<file path="src/hw/host_touch_consts.vh">
// Constants for the host-driven touch input block: register map,
// field positions, reset values and timing.
// Assumes inclusion by bare name from plain Verilog-2005 design files.
`ifndef HOST_TOUCH_CONSTS_VH
`define HOST_TOUCH_CONSTS_VH

// ***************************************************************
// Register byte addresses (low 22 bits of haddr)
// ***************************************************************
`define ADDR_TOUCH_X_RAW    22'h30210c
`define ADDR_TOUCH_ID_PHASE 22'h302114
`define ADDR_TOUCH_Y_RAW    22'h302118
`define ADDR_TOUCH_ACK      22'h302170
`define ADDR_ENGINE_RESET   22'h302000
`define ADDR_TOUCH_CONFIG   22'h302004
`define ADDR_MODE_SELECT    22'h302008
`define ADDR_IRQ_STATUS     22'h30200c
`define ADDR_IRQ_MASK       22'h302010
`define ADDR_RESULT_BASE    22'h302200
`define ADDR_RESULT_LAST    22'h302210
`define ADDR_HI_BIT         21

// ***************************************************************
// Fields and values
// ***************************************************************
`define CFG_HOST_BIT        14
`define ENGINE_RESET_BIT    1
`define ID_COMMIT           4'hf
`define NO_TOUCH            16'h8000
`define ACK_DONE            4'h1
`define ACK_BUSY            4'h0
`define MAX_TOUCHES         5
`define RESET_ENGINE_VAL    2'h2
`define TOUCH_X_RESET       16'h8000
`define TOUCH_Y_RESET       16'h8000

// ***************************************************************
// Timing
// ***************************************************************
`define CLK_MHZ             40
`define CONV_LIMIT_US       1000
`define CONV_CYCLES_PER_ID  4

`endif

</file>
<file path="src/hw/host_touch_input.v">
// Host-driven multi-touch input: AHB-Lite register slave, touch
// staging slots, commit-triggered conversion, ack and interrupt.
// Assumes a single AHB-Lite master issuing single word transfers.
//
// Behaviour
// - Device has X, Y 16-bit, id 4-bit and ack 4-bit registers.
// - Up to five touches with identifiers 0 to 4.
// - X and Y both 0x8000 means no touch.
// - Commit 0xf clears ack, then converts all supplied slots in extended mode, only slot 0 in compatibility mode.
// - At conversion end ack becomes 1 and done flag is set.
// - Conversion of a committed set finishes well under 1 ms.
// - Extended mode accepts identifiers of a set in any order.
// - Extended mode treats unwritten identifiers as not pressed.
// - Works in both modes; engine reset after mode change.
`timescale 1ns/100ps
`include "host_touch_consts.vh"

module host_touch_input
#(
   parameter N_TOUCH = `MAX_TOUCHES
)
(
   // Clock and reset
   input  wire        hclk,
   input  wire        hresetn,
   // AHB-Lite slave
   input  wire        hsel,
   input  wire [31:0] haddr,
   input  wire [1:0]  htrans,
   input  wire        hwrite,
   input  wire [2:0]  hsize,
   input  wire [31:0] hwdata,
   input  wire        hready,
   output wire        hreadyout,
   output wire        hresp,
   output reg  [31:0] hrdata,
   // Interrupt
   output wire        irq
);

   // ***************************************************************
   // Local constants and state codes
   // ***************************************************************
   localparam [2:0] ST_IDLE = 3'b001;
   localparam [2:0] ST_CONV = 3'b010;
   localparam [2:0] ST_DONE = 3'b100;
   localparam [2:0] SLOT_W  = 3;
   localparam integer CONV_CYC = N_TOUCH * `CONV_CYCLES_PER_ID;
   localparam integer LIMIT_CYC = `CONV_LIMIT_US * `CLK_MHZ;

   // ***************************************************************
   // Bus address phase capture
   // ***************************************************************
   reg         wr_q;
   reg         rd_q;
   reg  [21:0] addr_q;
   wire        take = hsel & hready & htrans[1];

   // Every access completes in one data phase, never an error.
   // Transfer size is not decoded: only whole aligned words are
   // served, so a narrower write lands as a full word.
   // The address is kept every cycle; it only matters when the
   // write or read strobe captured with it is set.
   assign hreadyout = 1'b1;
   assign hresp     = 1'b0;

   always @(posedge hclk or negedge hresetn)
   begin
      if (!hresetn)
      begin
         wr_q   <= 1'b0;
         rd_q   <= 1'b0;
         addr_q <= 22'h000000;
      end
      else
      begin
         wr_q   <= take & hwrite;
         rd_q   <= take & ~hwrite;
         addr_q <= haddr[`ADDR_HI_BIT:0];
      end
   end

   // ***************************************************************
   // Host-written registers
   // ***************************************************************
   reg  [15:0] x_raw_q;
   reg  [15:0] y_raw_q;
   reg  [3:0]  id_q;
   reg  [3:0]  ack_q;
   reg  [1:0]  eng_rst_q;
   reg  [15:0] cfg_q;
   reg         mode_ext_q;
   reg         irq_stat_q;
   reg         irq_mask_q;
   reg  [2:0]  state_q;
   reg  [7:0]  cnt_q;

   wire w_x    = wr_q & (addr_q == `ADDR_TOUCH_X_RAW);
   wire w_y    = wr_q & (addr_q == `ADDR_TOUCH_Y_RAW);
   wire w_id   = wr_q & (addr_q == `ADDR_TOUCH_ID_PHASE);
   wire w_rst  = wr_q & (addr_q == `ADDR_ENGINE_RESET);
   wire w_cfg  = wr_q & (addr_q == `ADDR_TOUCH_CONFIG);
   wire w_mode = wr_q & (addr_q == `ADDR_MODE_SELECT);
   wire w_stat = wr_q & (addr_q == `ADDR_IRQ_STATUS);
   wire w_mask = wr_q & (addr_q == `ADDR_IRQ_MASK);

   wire eng_rst  = eng_rst_q[`ENGINE_RESET_BIT];
   wire host_on  = cfg_q[`CFG_HOST_BIT] & ~eng_rst;
   wire commit   = w_id & (hwdata[3:0] == `ID_COMMIT) & host_on;
   wire id_valid = (hwdata[3:0] < N_TOUCH);
   wire conv_end = (state_q == ST_CONV) & (cnt_q == 8'h00);

   // Raw coordinate holding registers, written in any order
   always @(posedge hclk or negedge hresetn)
   begin
      if (!hresetn)
      begin
         x_raw_q <= `TOUCH_X_RESET;
         y_raw_q <= `TOUCH_Y_RESET;
         id_q    <= 4'h0;
      end
      else
      begin
         if (w_x)
            x_raw_q <= hwdata[15:0];
         if (w_y)
            y_raw_q <= hwdata[15:0];
         if (w_id)
            id_q <= hwdata[3:0];
      end
   end

   // Control: engine reset, config, mode select, mask
   always @(posedge hclk or negedge hresetn)
   begin
      if (!hresetn)
      begin
         eng_rst_q  <= 2'h0;
         cfg_q      <= 16'h0000;
         mode_ext_q <= 1'b0;
         irq_mask_q <= 1'b0;
      end
      else
      begin
         if (w_rst)
            eng_rst_q <= hwdata[1:0];
         if (w_cfg)
            cfg_q <= hwdata[15:0];
         if (w_mode)
            mode_ext_q <= hwdata[0];
         if (w_mask)
            irq_mask_q <= hwdata[0];
      end
   end

   // ***************************************************************
   // Staging slots, one per identifier
   // ***************************************************************
   // Staged values live apart from results so partial sets never show
   reg  [15:0] stg_x_q [0:N_TOUCH-1];
   reg  [15:0] stg_y_q [0:N_TOUCH-1];
   reg  [15:0] res_x_q [0:N_TOUCH-1];
   reg  [15:0] res_y_q [0:N_TOUCH-1];
   reg  [N_TOUCH-1:0] written_q;

   genvar g;
   generate
      for (g = 0; g < N_TOUCH; g = g + 1)
      begin : slot
         wire hit = w_id & id_valid & host_on
                    & (hwdata[SLOT_W-1:0] == g);
         wire pressed = written_q[g]
                        & ~((stg_x_q[g] == `NO_TOUCH)
                        & (stg_y_q[g] == `NO_TOUCH));
         // Compatibility mode keeps only slot zero live
         wire live = mode_ext_q | (g == 0);

         always @(posedge hclk or negedge hresetn)
         begin
            if (!hresetn)
            begin
               stg_x_q[g]   <= `NO_TOUCH;
               stg_y_q[g]   <= `NO_TOUCH;
               written_q[g] <= 1'b0;
               res_x_q[g]   <= `NO_TOUCH;
               res_y_q[g]   <= `NO_TOUCH;
            end
            else
            begin
               if (eng_rst)
                  written_q[g] <= 1'b0;
               else if (hit)
               begin
                  stg_x_q[g]   <= x_raw_q;
                  stg_y_q[g]   <= y_raw_q;
                  written_q[g] <= 1'b1;
               end
               else if (conv_end)
                  written_q[g] <= 1'b0;    // next set starts empty
               // Results move only when a committed set converts
               if (conv_end)
               begin
                  if (pressed & live)
                  begin
                     res_x_q[g] <= stg_x_q[g];
                     res_y_q[g] <= stg_y_q[g];
                  end
                  else
                  begin
                     res_x_q[g] <= `NO_TOUCH;
                     res_y_q[g] <= `NO_TOUCH;
                  end
               end
            end
         end
      end
   endgenerate

   // ***************************************************************
   // Conversion sequencer
   // ***************************************************************
   // Fixed short latency keeps far inside the conversion time limit.
   // A commit that arrives while a set is converting is dropped;
   // the host is expected to wait for the acknowledge first.
   // Engine reset aborts a conversion and reports ready again, so
   // a host polling the acknowledge never hangs across a reset.
   always @(posedge hclk or negedge hresetn)
   begin
      if (!hresetn)
      begin
         state_q <= ST_IDLE;
         cnt_q   <= 8'h00;
         ack_q   <= `ACK_DONE;
      end
      else if (eng_rst)
      begin
         state_q <= ST_IDLE;
         cnt_q   <= 8'h00;
         ack_q   <= `ACK_DONE;
      end
      else
      begin
         case (state_q)
            ST_IDLE:
            begin
               if (commit)
               begin
                  ack_q   <= `ACK_BUSY;
                  cnt_q   <= CONV_CYC[7:0];
                  state_q <= ST_CONV;
               end
            end
            ST_CONV:
            begin
               if (cnt_q == 8'h00)
                  state_q <= ST_DONE;
               else
                  cnt_q <= cnt_q - 8'h01;
            end
            ST_DONE:
            begin
               ack_q   <= `ACK_DONE;
               state_q <= ST_IDLE;
            end
            default:
               state_q <= ST_IDLE;
         endcase
      end
   end

   // ***************************************************************
   // Interrupt status, set wins over write-one-to-clear
   // ***************************************************************
   wire done_evt = (state_q == ST_DONE);

   always @(posedge hclk or negedge hresetn)
   begin
      if (!hresetn)
         irq_stat_q <= 1'b0;
      else if (done_evt)
         irq_stat_q <= 1'b1;
      else if (w_stat & hwdata[0])
         irq_stat_q <= 1'b0;
   end

   assign irq = irq_stat_q & irq_mask_q;

   // ***************************************************************
   // Read data
   // ***************************************************************
   wire [21:0] roff = haddr[`ADDR_HI_BIT:0] - `ADDR_RESULT_BASE;
   wire [2:0]  ridx = roff[4:2];
   reg  [31:0] rd_d;

   // Decoded in the address phase; unmapped addresses read zero.
   // Result words pack X in the upper half and Y in the lower.
   always @*
   begin
      rd_d = 32'h00000000;
      if (haddr[`ADDR_HI_BIT:0] == `ADDR_TOUCH_X_RAW)
         rd_d = {16'h0000, x_raw_q};
      else if (haddr[`ADDR_HI_BIT:0] == `ADDR_TOUCH_Y_RAW)
         rd_d = {16'h0000, y_raw_q};
      else if (haddr[`ADDR_HI_BIT:0] == `ADDR_TOUCH_ID_PHASE)
         rd_d = {28'h0000000, id_q};
      else if (haddr[`ADDR_HI_BIT:0] == `ADDR_TOUCH_ACK)
         rd_d = {28'h0000000, ack_q};
      else if (haddr[`ADDR_HI_BIT:0] == `ADDR_ENGINE_RESET)
         rd_d = {30'h00000000, eng_rst_q};
      else if (haddr[`ADDR_HI_BIT:0] == `ADDR_TOUCH_CONFIG)
         rd_d = {16'h0000, cfg_q};
      else if (haddr[`ADDR_HI_BIT:0] == `ADDR_MODE_SELECT)
         rd_d = {31'h00000000, mode_ext_q};
      else if (haddr[`ADDR_HI_BIT:0] == `ADDR_IRQ_STATUS)
         rd_d = {31'h00000000, irq_stat_q};
      else if (haddr[`ADDR_HI_BIT:0] == `ADDR_IRQ_MASK)
         rd_d = {31'h00000000, irq_mask_q};
      else if ((haddr[`ADDR_HI_BIT:0] >= `ADDR_RESULT_BASE)
               && (haddr[`ADDR_HI_BIT:0] <= `ADDR_RESULT_LAST)
               && (haddr[1:0] == 2'b00)
               && (ridx < N_TOUCH))
         rd_d = {res_x_q[ridx], res_y_q[ridx]};
   end

   // Registered read data stands in the data phase
   always @(posedge hclk or negedge hresetn)
   begin
      if (!hresetn)
         hrdata <= 32'h00000000;
      else if (take & ~hwrite)
         hrdata <= rd_d;
   end

endmodule // host_touch_input

</file>
<file path="config.mk">
export PLATFORM = sky130hd
export DESIGN_NAME = host_touch_input
export DESIGN_NICKNAME = d
export VERILOG_FILES = /design/src/hw/host_touch_input.v
export VERILOG_INCLUDE_DIRS = /design/src /design/src/hw
export SDC_FILE = /design/constraint.sdc
export NUM_CORES = 1
export LEC_CHECK = 0
export ABC_AREA = 1
export BUFFER_PORTS_ARGS = -buffer_cell sky130_fd_sc_hd__buf_2
export CAP_MARGIN = 20
export CORE_UTILIZATION = 50
export DETAILED_ROUTE_END_ITERATION = 16
export PLACE_DENSITY = 0.67
export SYNTH_ARGS = -nofsm -noshare
export SYNTH_HDL_FRONTEND = slang
export SYNTH_SLANG_ARGS = --single-unit
</file>
<file path="constraint.sdc">
create_clock -name hclk -period 2.2 [get_ports hclk]
set_clock_uncertainty 0.05 [all_clocks]
set_input_delay 0.44 -clock hclk [delete_from_list [all_inputs] [get_ports hclk]]
set_output_delay 0.44 -clock hclk [all_outputs]
set_load 0.1 [all_outputs]
</file>
==> summary.md <==
| Metric | Value |
|---|---|
| Largest buffer count on any clock path | `3` |
| Synth-to-layout area growth | `17.9%` |
| Total die area | `40,200 um^2` |
| Layout cells sized above 1 | `13.5%` |
| Finished Cell Area | `23,300 um^2` |
| Met3 wire len | `3840 um` |
| Number of unique standard cell types used by synthesis | `53` |
| Number of warnings reported in the yosys synthesis log | `0` |
| Count of buffers from port buffering | `76` |
| Wire length of the first global-routing pass | `87,400 um` |
| Post-synth design cell area | `19,700 um^2` |
| Top-level I/O count | `109` |
| Tcrit/Tclk final | `96.3%` |
| Critical path endpoint category | `flip-flop` |
| Number of antenna violations at the first check in global routing | `0` |
| Area of the core region | `38,700 um^2` |
| Residual DRC | `0` |
| Number of antenna-violating nets in the routed design | `0` |
| Clk pin slew, worst setup/hold paths | `0.06 ns` |
| Overall via count from detail_route | `16,163` |
| Relative max-transition margin | `62.8%` |
| Status | `complete, no violations` |
| Clock Tree Root | `clkbuf_16` |
| Highest clock frequency the design can meet | `0.472 GHz` |
| Antenna diode instance count | `0` |
| Die width | `201 um` |
| Worst Setup Path Type | `flip-flop to flip-flop` |
| Detail Route met2 WL | `25,700 um` |
| Post-synth ARST share | `100%` |
| Sequential element share of the synthesized area | `57.1%` |
| DRT Wirelength | `55,600 um` |
| Ratio of total power to cell area | `753 nW/um^2` |
| Largest net degree at the start of global routing | `104` |
| CP arrival | `2.53 ns` |
| Total CTS buffers | `47` |
| Vias per Instance | `5.53` |
| Reg-to-reg critical path endpoint | `stg_y_q[58]` |
| Total track usage | `27.7%` |
| Highest routing layer actually used | `met4` |
| WP data required | `2.62 ns` |
| Largest driver fanout on the critical path | `33` |
| Leading cell type in the layout, fill and taps excluded | `nand2_1` |
| Worst setup path end | `stg_y_q[58]` |
| Initial Util | `50.9%` |
| Logic depth of the worst register-to-register path | `8` |
| # H-tree levels | `2` |
| Overflow left after global routing | `0` |
| Die height | `201 um` |
| Via count of the first global-routing pass | `15,790` |
| Number of max-slew violations in the final report | `0` |
| Power, Total | `17.5 mW` |
| First-pass DRT Iterations | `5` |
| Setup violators final | `0` |
| Worst reg2reg startpoint | `addr_q[11]` |
| FP Rows | `72` |
| Filler Cell Count | `3,365` |
| Post-synth net total | `2,331` |
| Number of nets at the end of the flow | `2,444` |
| LEAKAGE | `11.5 nW` |
| Worst hold path type | `primary input to flip-flop` |
| TritonCTS clock tree | `yes` |
| Final-layout worst hold slack | `0.0236 ns` |
| Worst skew pair latency | `0.60 ns` |
| Routed wire length per instance | `19.0 um` |
| Final hold violations | `0` |
| Peak supply drop | `663 uV` |
| # Max-Cap Violations | `0` |
| Launching element of the worst setup path | `addr_q[11]` |
| Clock net sink count | `449` |
| FF+latch count, synth | `449` |
| Prevailing post-synth register cell | `dfrtp_1` |
| Most frequent cells in the layout | `nand2_1, dfrtp_1, o21ai_0, inv_1, nor2_1` |
| Post-route setup TNS | `0 ns` |
| Register-to-register setup slack | `0.08 ns` |
| Final core utilization | `60.0%` |
| Weighted congestion reported at the end of routability-driven placement | `0.879` |
| Min cycle time layout | `2.12 ns` |
| Least-Margin Pin Slew | `0.552 ns` |
| Initial detailed-routing violation count | `1,417` |
| Detailed Place HPWL | `37,700 um` |
| Startpoint types | `flip-flop` |
| Number of enable flip-flop cells after synthesis | `0` |
| Average cell area after synthesis | `8.74 um^2` |
| Instance count of the mapped netlist | `2,255` |
| Placed cell area | `21,200 um^2` |
| Wl on met1 | `23,700 um` |
power breakdown:
group	switching, mW	leakage, nW	total [mW]	internal (mW)
clock	3.36	0.827	8.58	5.21
combinational	0.451	4.99	0.635	0.185
sequential	0.0103	5.70	8.29	8.28
total	3.82	11.5	17.5	13.7
routing by layer:
layer  GRT usage, %  up-vias
met5              0        -
met4           12.5        0
met3           4.59      113
met2           44.3      554
met1           37.4     7849
li1               -     7647
critical path: stages, from the launching register on:
cell     delay [ns]
dfrtp_1        0.37
or2_4          0.28
nor3_2         0.22
nand3_2        0.14
nor2_4         0.24
nand4_4        0.21
buf_12         0.23
a21oi_1        0.17
inv_1          0.05
flip-flops by register name (all words and copies together), names as in the netlist, 8 cells and up:
name     flops
addr_q      22
cfg_q       16
cnt_q        8
hrdata      32
res_x_q     80
res_y_q     80
stg_x_q     80
stg_y_q     80
x_raw_q     16
y_raw_q     16
cell usage after synthesis (3+ instances only):
master	instances	area share [%]
nand2_1	531	10
dfrtp_1	425	54
o21ai_0	325	8.2
inv_1	288	5.5
nor2_1	95	1.8
nand3_1	79	2.0
clkbuf_1	78	1.5
o22ai_1	66	2.1
o31ai_1	61	2.3
o21ai_1	46	1.2
a21oi_1	42	1.1
nor4_1	40	1.3
buf_2	31	0.79
dfstp_2	24	3.2
nand4_1	19	0.60
buf_6	14	0.80
nor3_1	13	0.33
o221ai_1	11	0.49
buf_4	4	0.15
inv_2	4	0.076
nand3_2	4	0.20
nor2_2	4	0.13
nor2_4	4	0.23
nor3_2	4	0.20
o211ai_1	4	0.15
buf_1	3	0.057
xor2_1	3	0.13
per-stage QoR:
step / worst slack [ns] / instances
floorplan: 0.351 / 2255
finish: 0.0807 / 2922
global route: -0.00665 / 2922
global placement: -0.0119 / 2809
CTS: 0.00353 / 2916
detailed placement: -0.0199 / 2809
cell type report:
type / count / area, um^2 / share of cell area, %
flip-flops and latches: 449 / 11300 / 48.4
multi-input cells: 1384 / 6850 / 29.5
repair buffers: 193 / 1710 / 7.37
clock buffers: 65 / 1340 / 5.78
inverters: 293 / 1100 / 4.75
well taps: 518 / 648 / 2.79
clock inverters: 20 / 327 / 1.40
cells by family after synthesis:
| family | share of synthesized area, % |
|---|---|
| AO/OA/AOI/OAI | 16.0 |
| XOR/XNOR | 0.133 |
| adder cells (fa/ha/maj) | 0.127 |
| buffers and inverters | 8.86 |
| flip-flops | 57.1 |
| multiplexers | 0.0571 |
| other | 0.0381 |
| AND/OR/NAND/NOR | 17.6 |
repair_timing:
item	in CTS	in global routing
setup buffers	1	4
endpoints found under the hold margin	50	0
gates resized for setup	1	32
pin swaps	1	7
gates cloned	0	2
endpoints found under the setup margin	41	259
hold buffers	21	0
worst min-delay path by stage:
stage | depth (start not counted) | start | to
final | 3 | hwrite | wr_q
after floorplan | 0 | hresetn | addr_q[0]
after CTS | 3 | hwrite | wr_q
after detailed placement | 1 | hresetn | addr_q[13]
after global routing | 1 | haddr[3] | addr_q[3]
after global placement | 1 | hresetn | addr_q[15]
No activity file was read; power rests on OpenSTA's default activity.
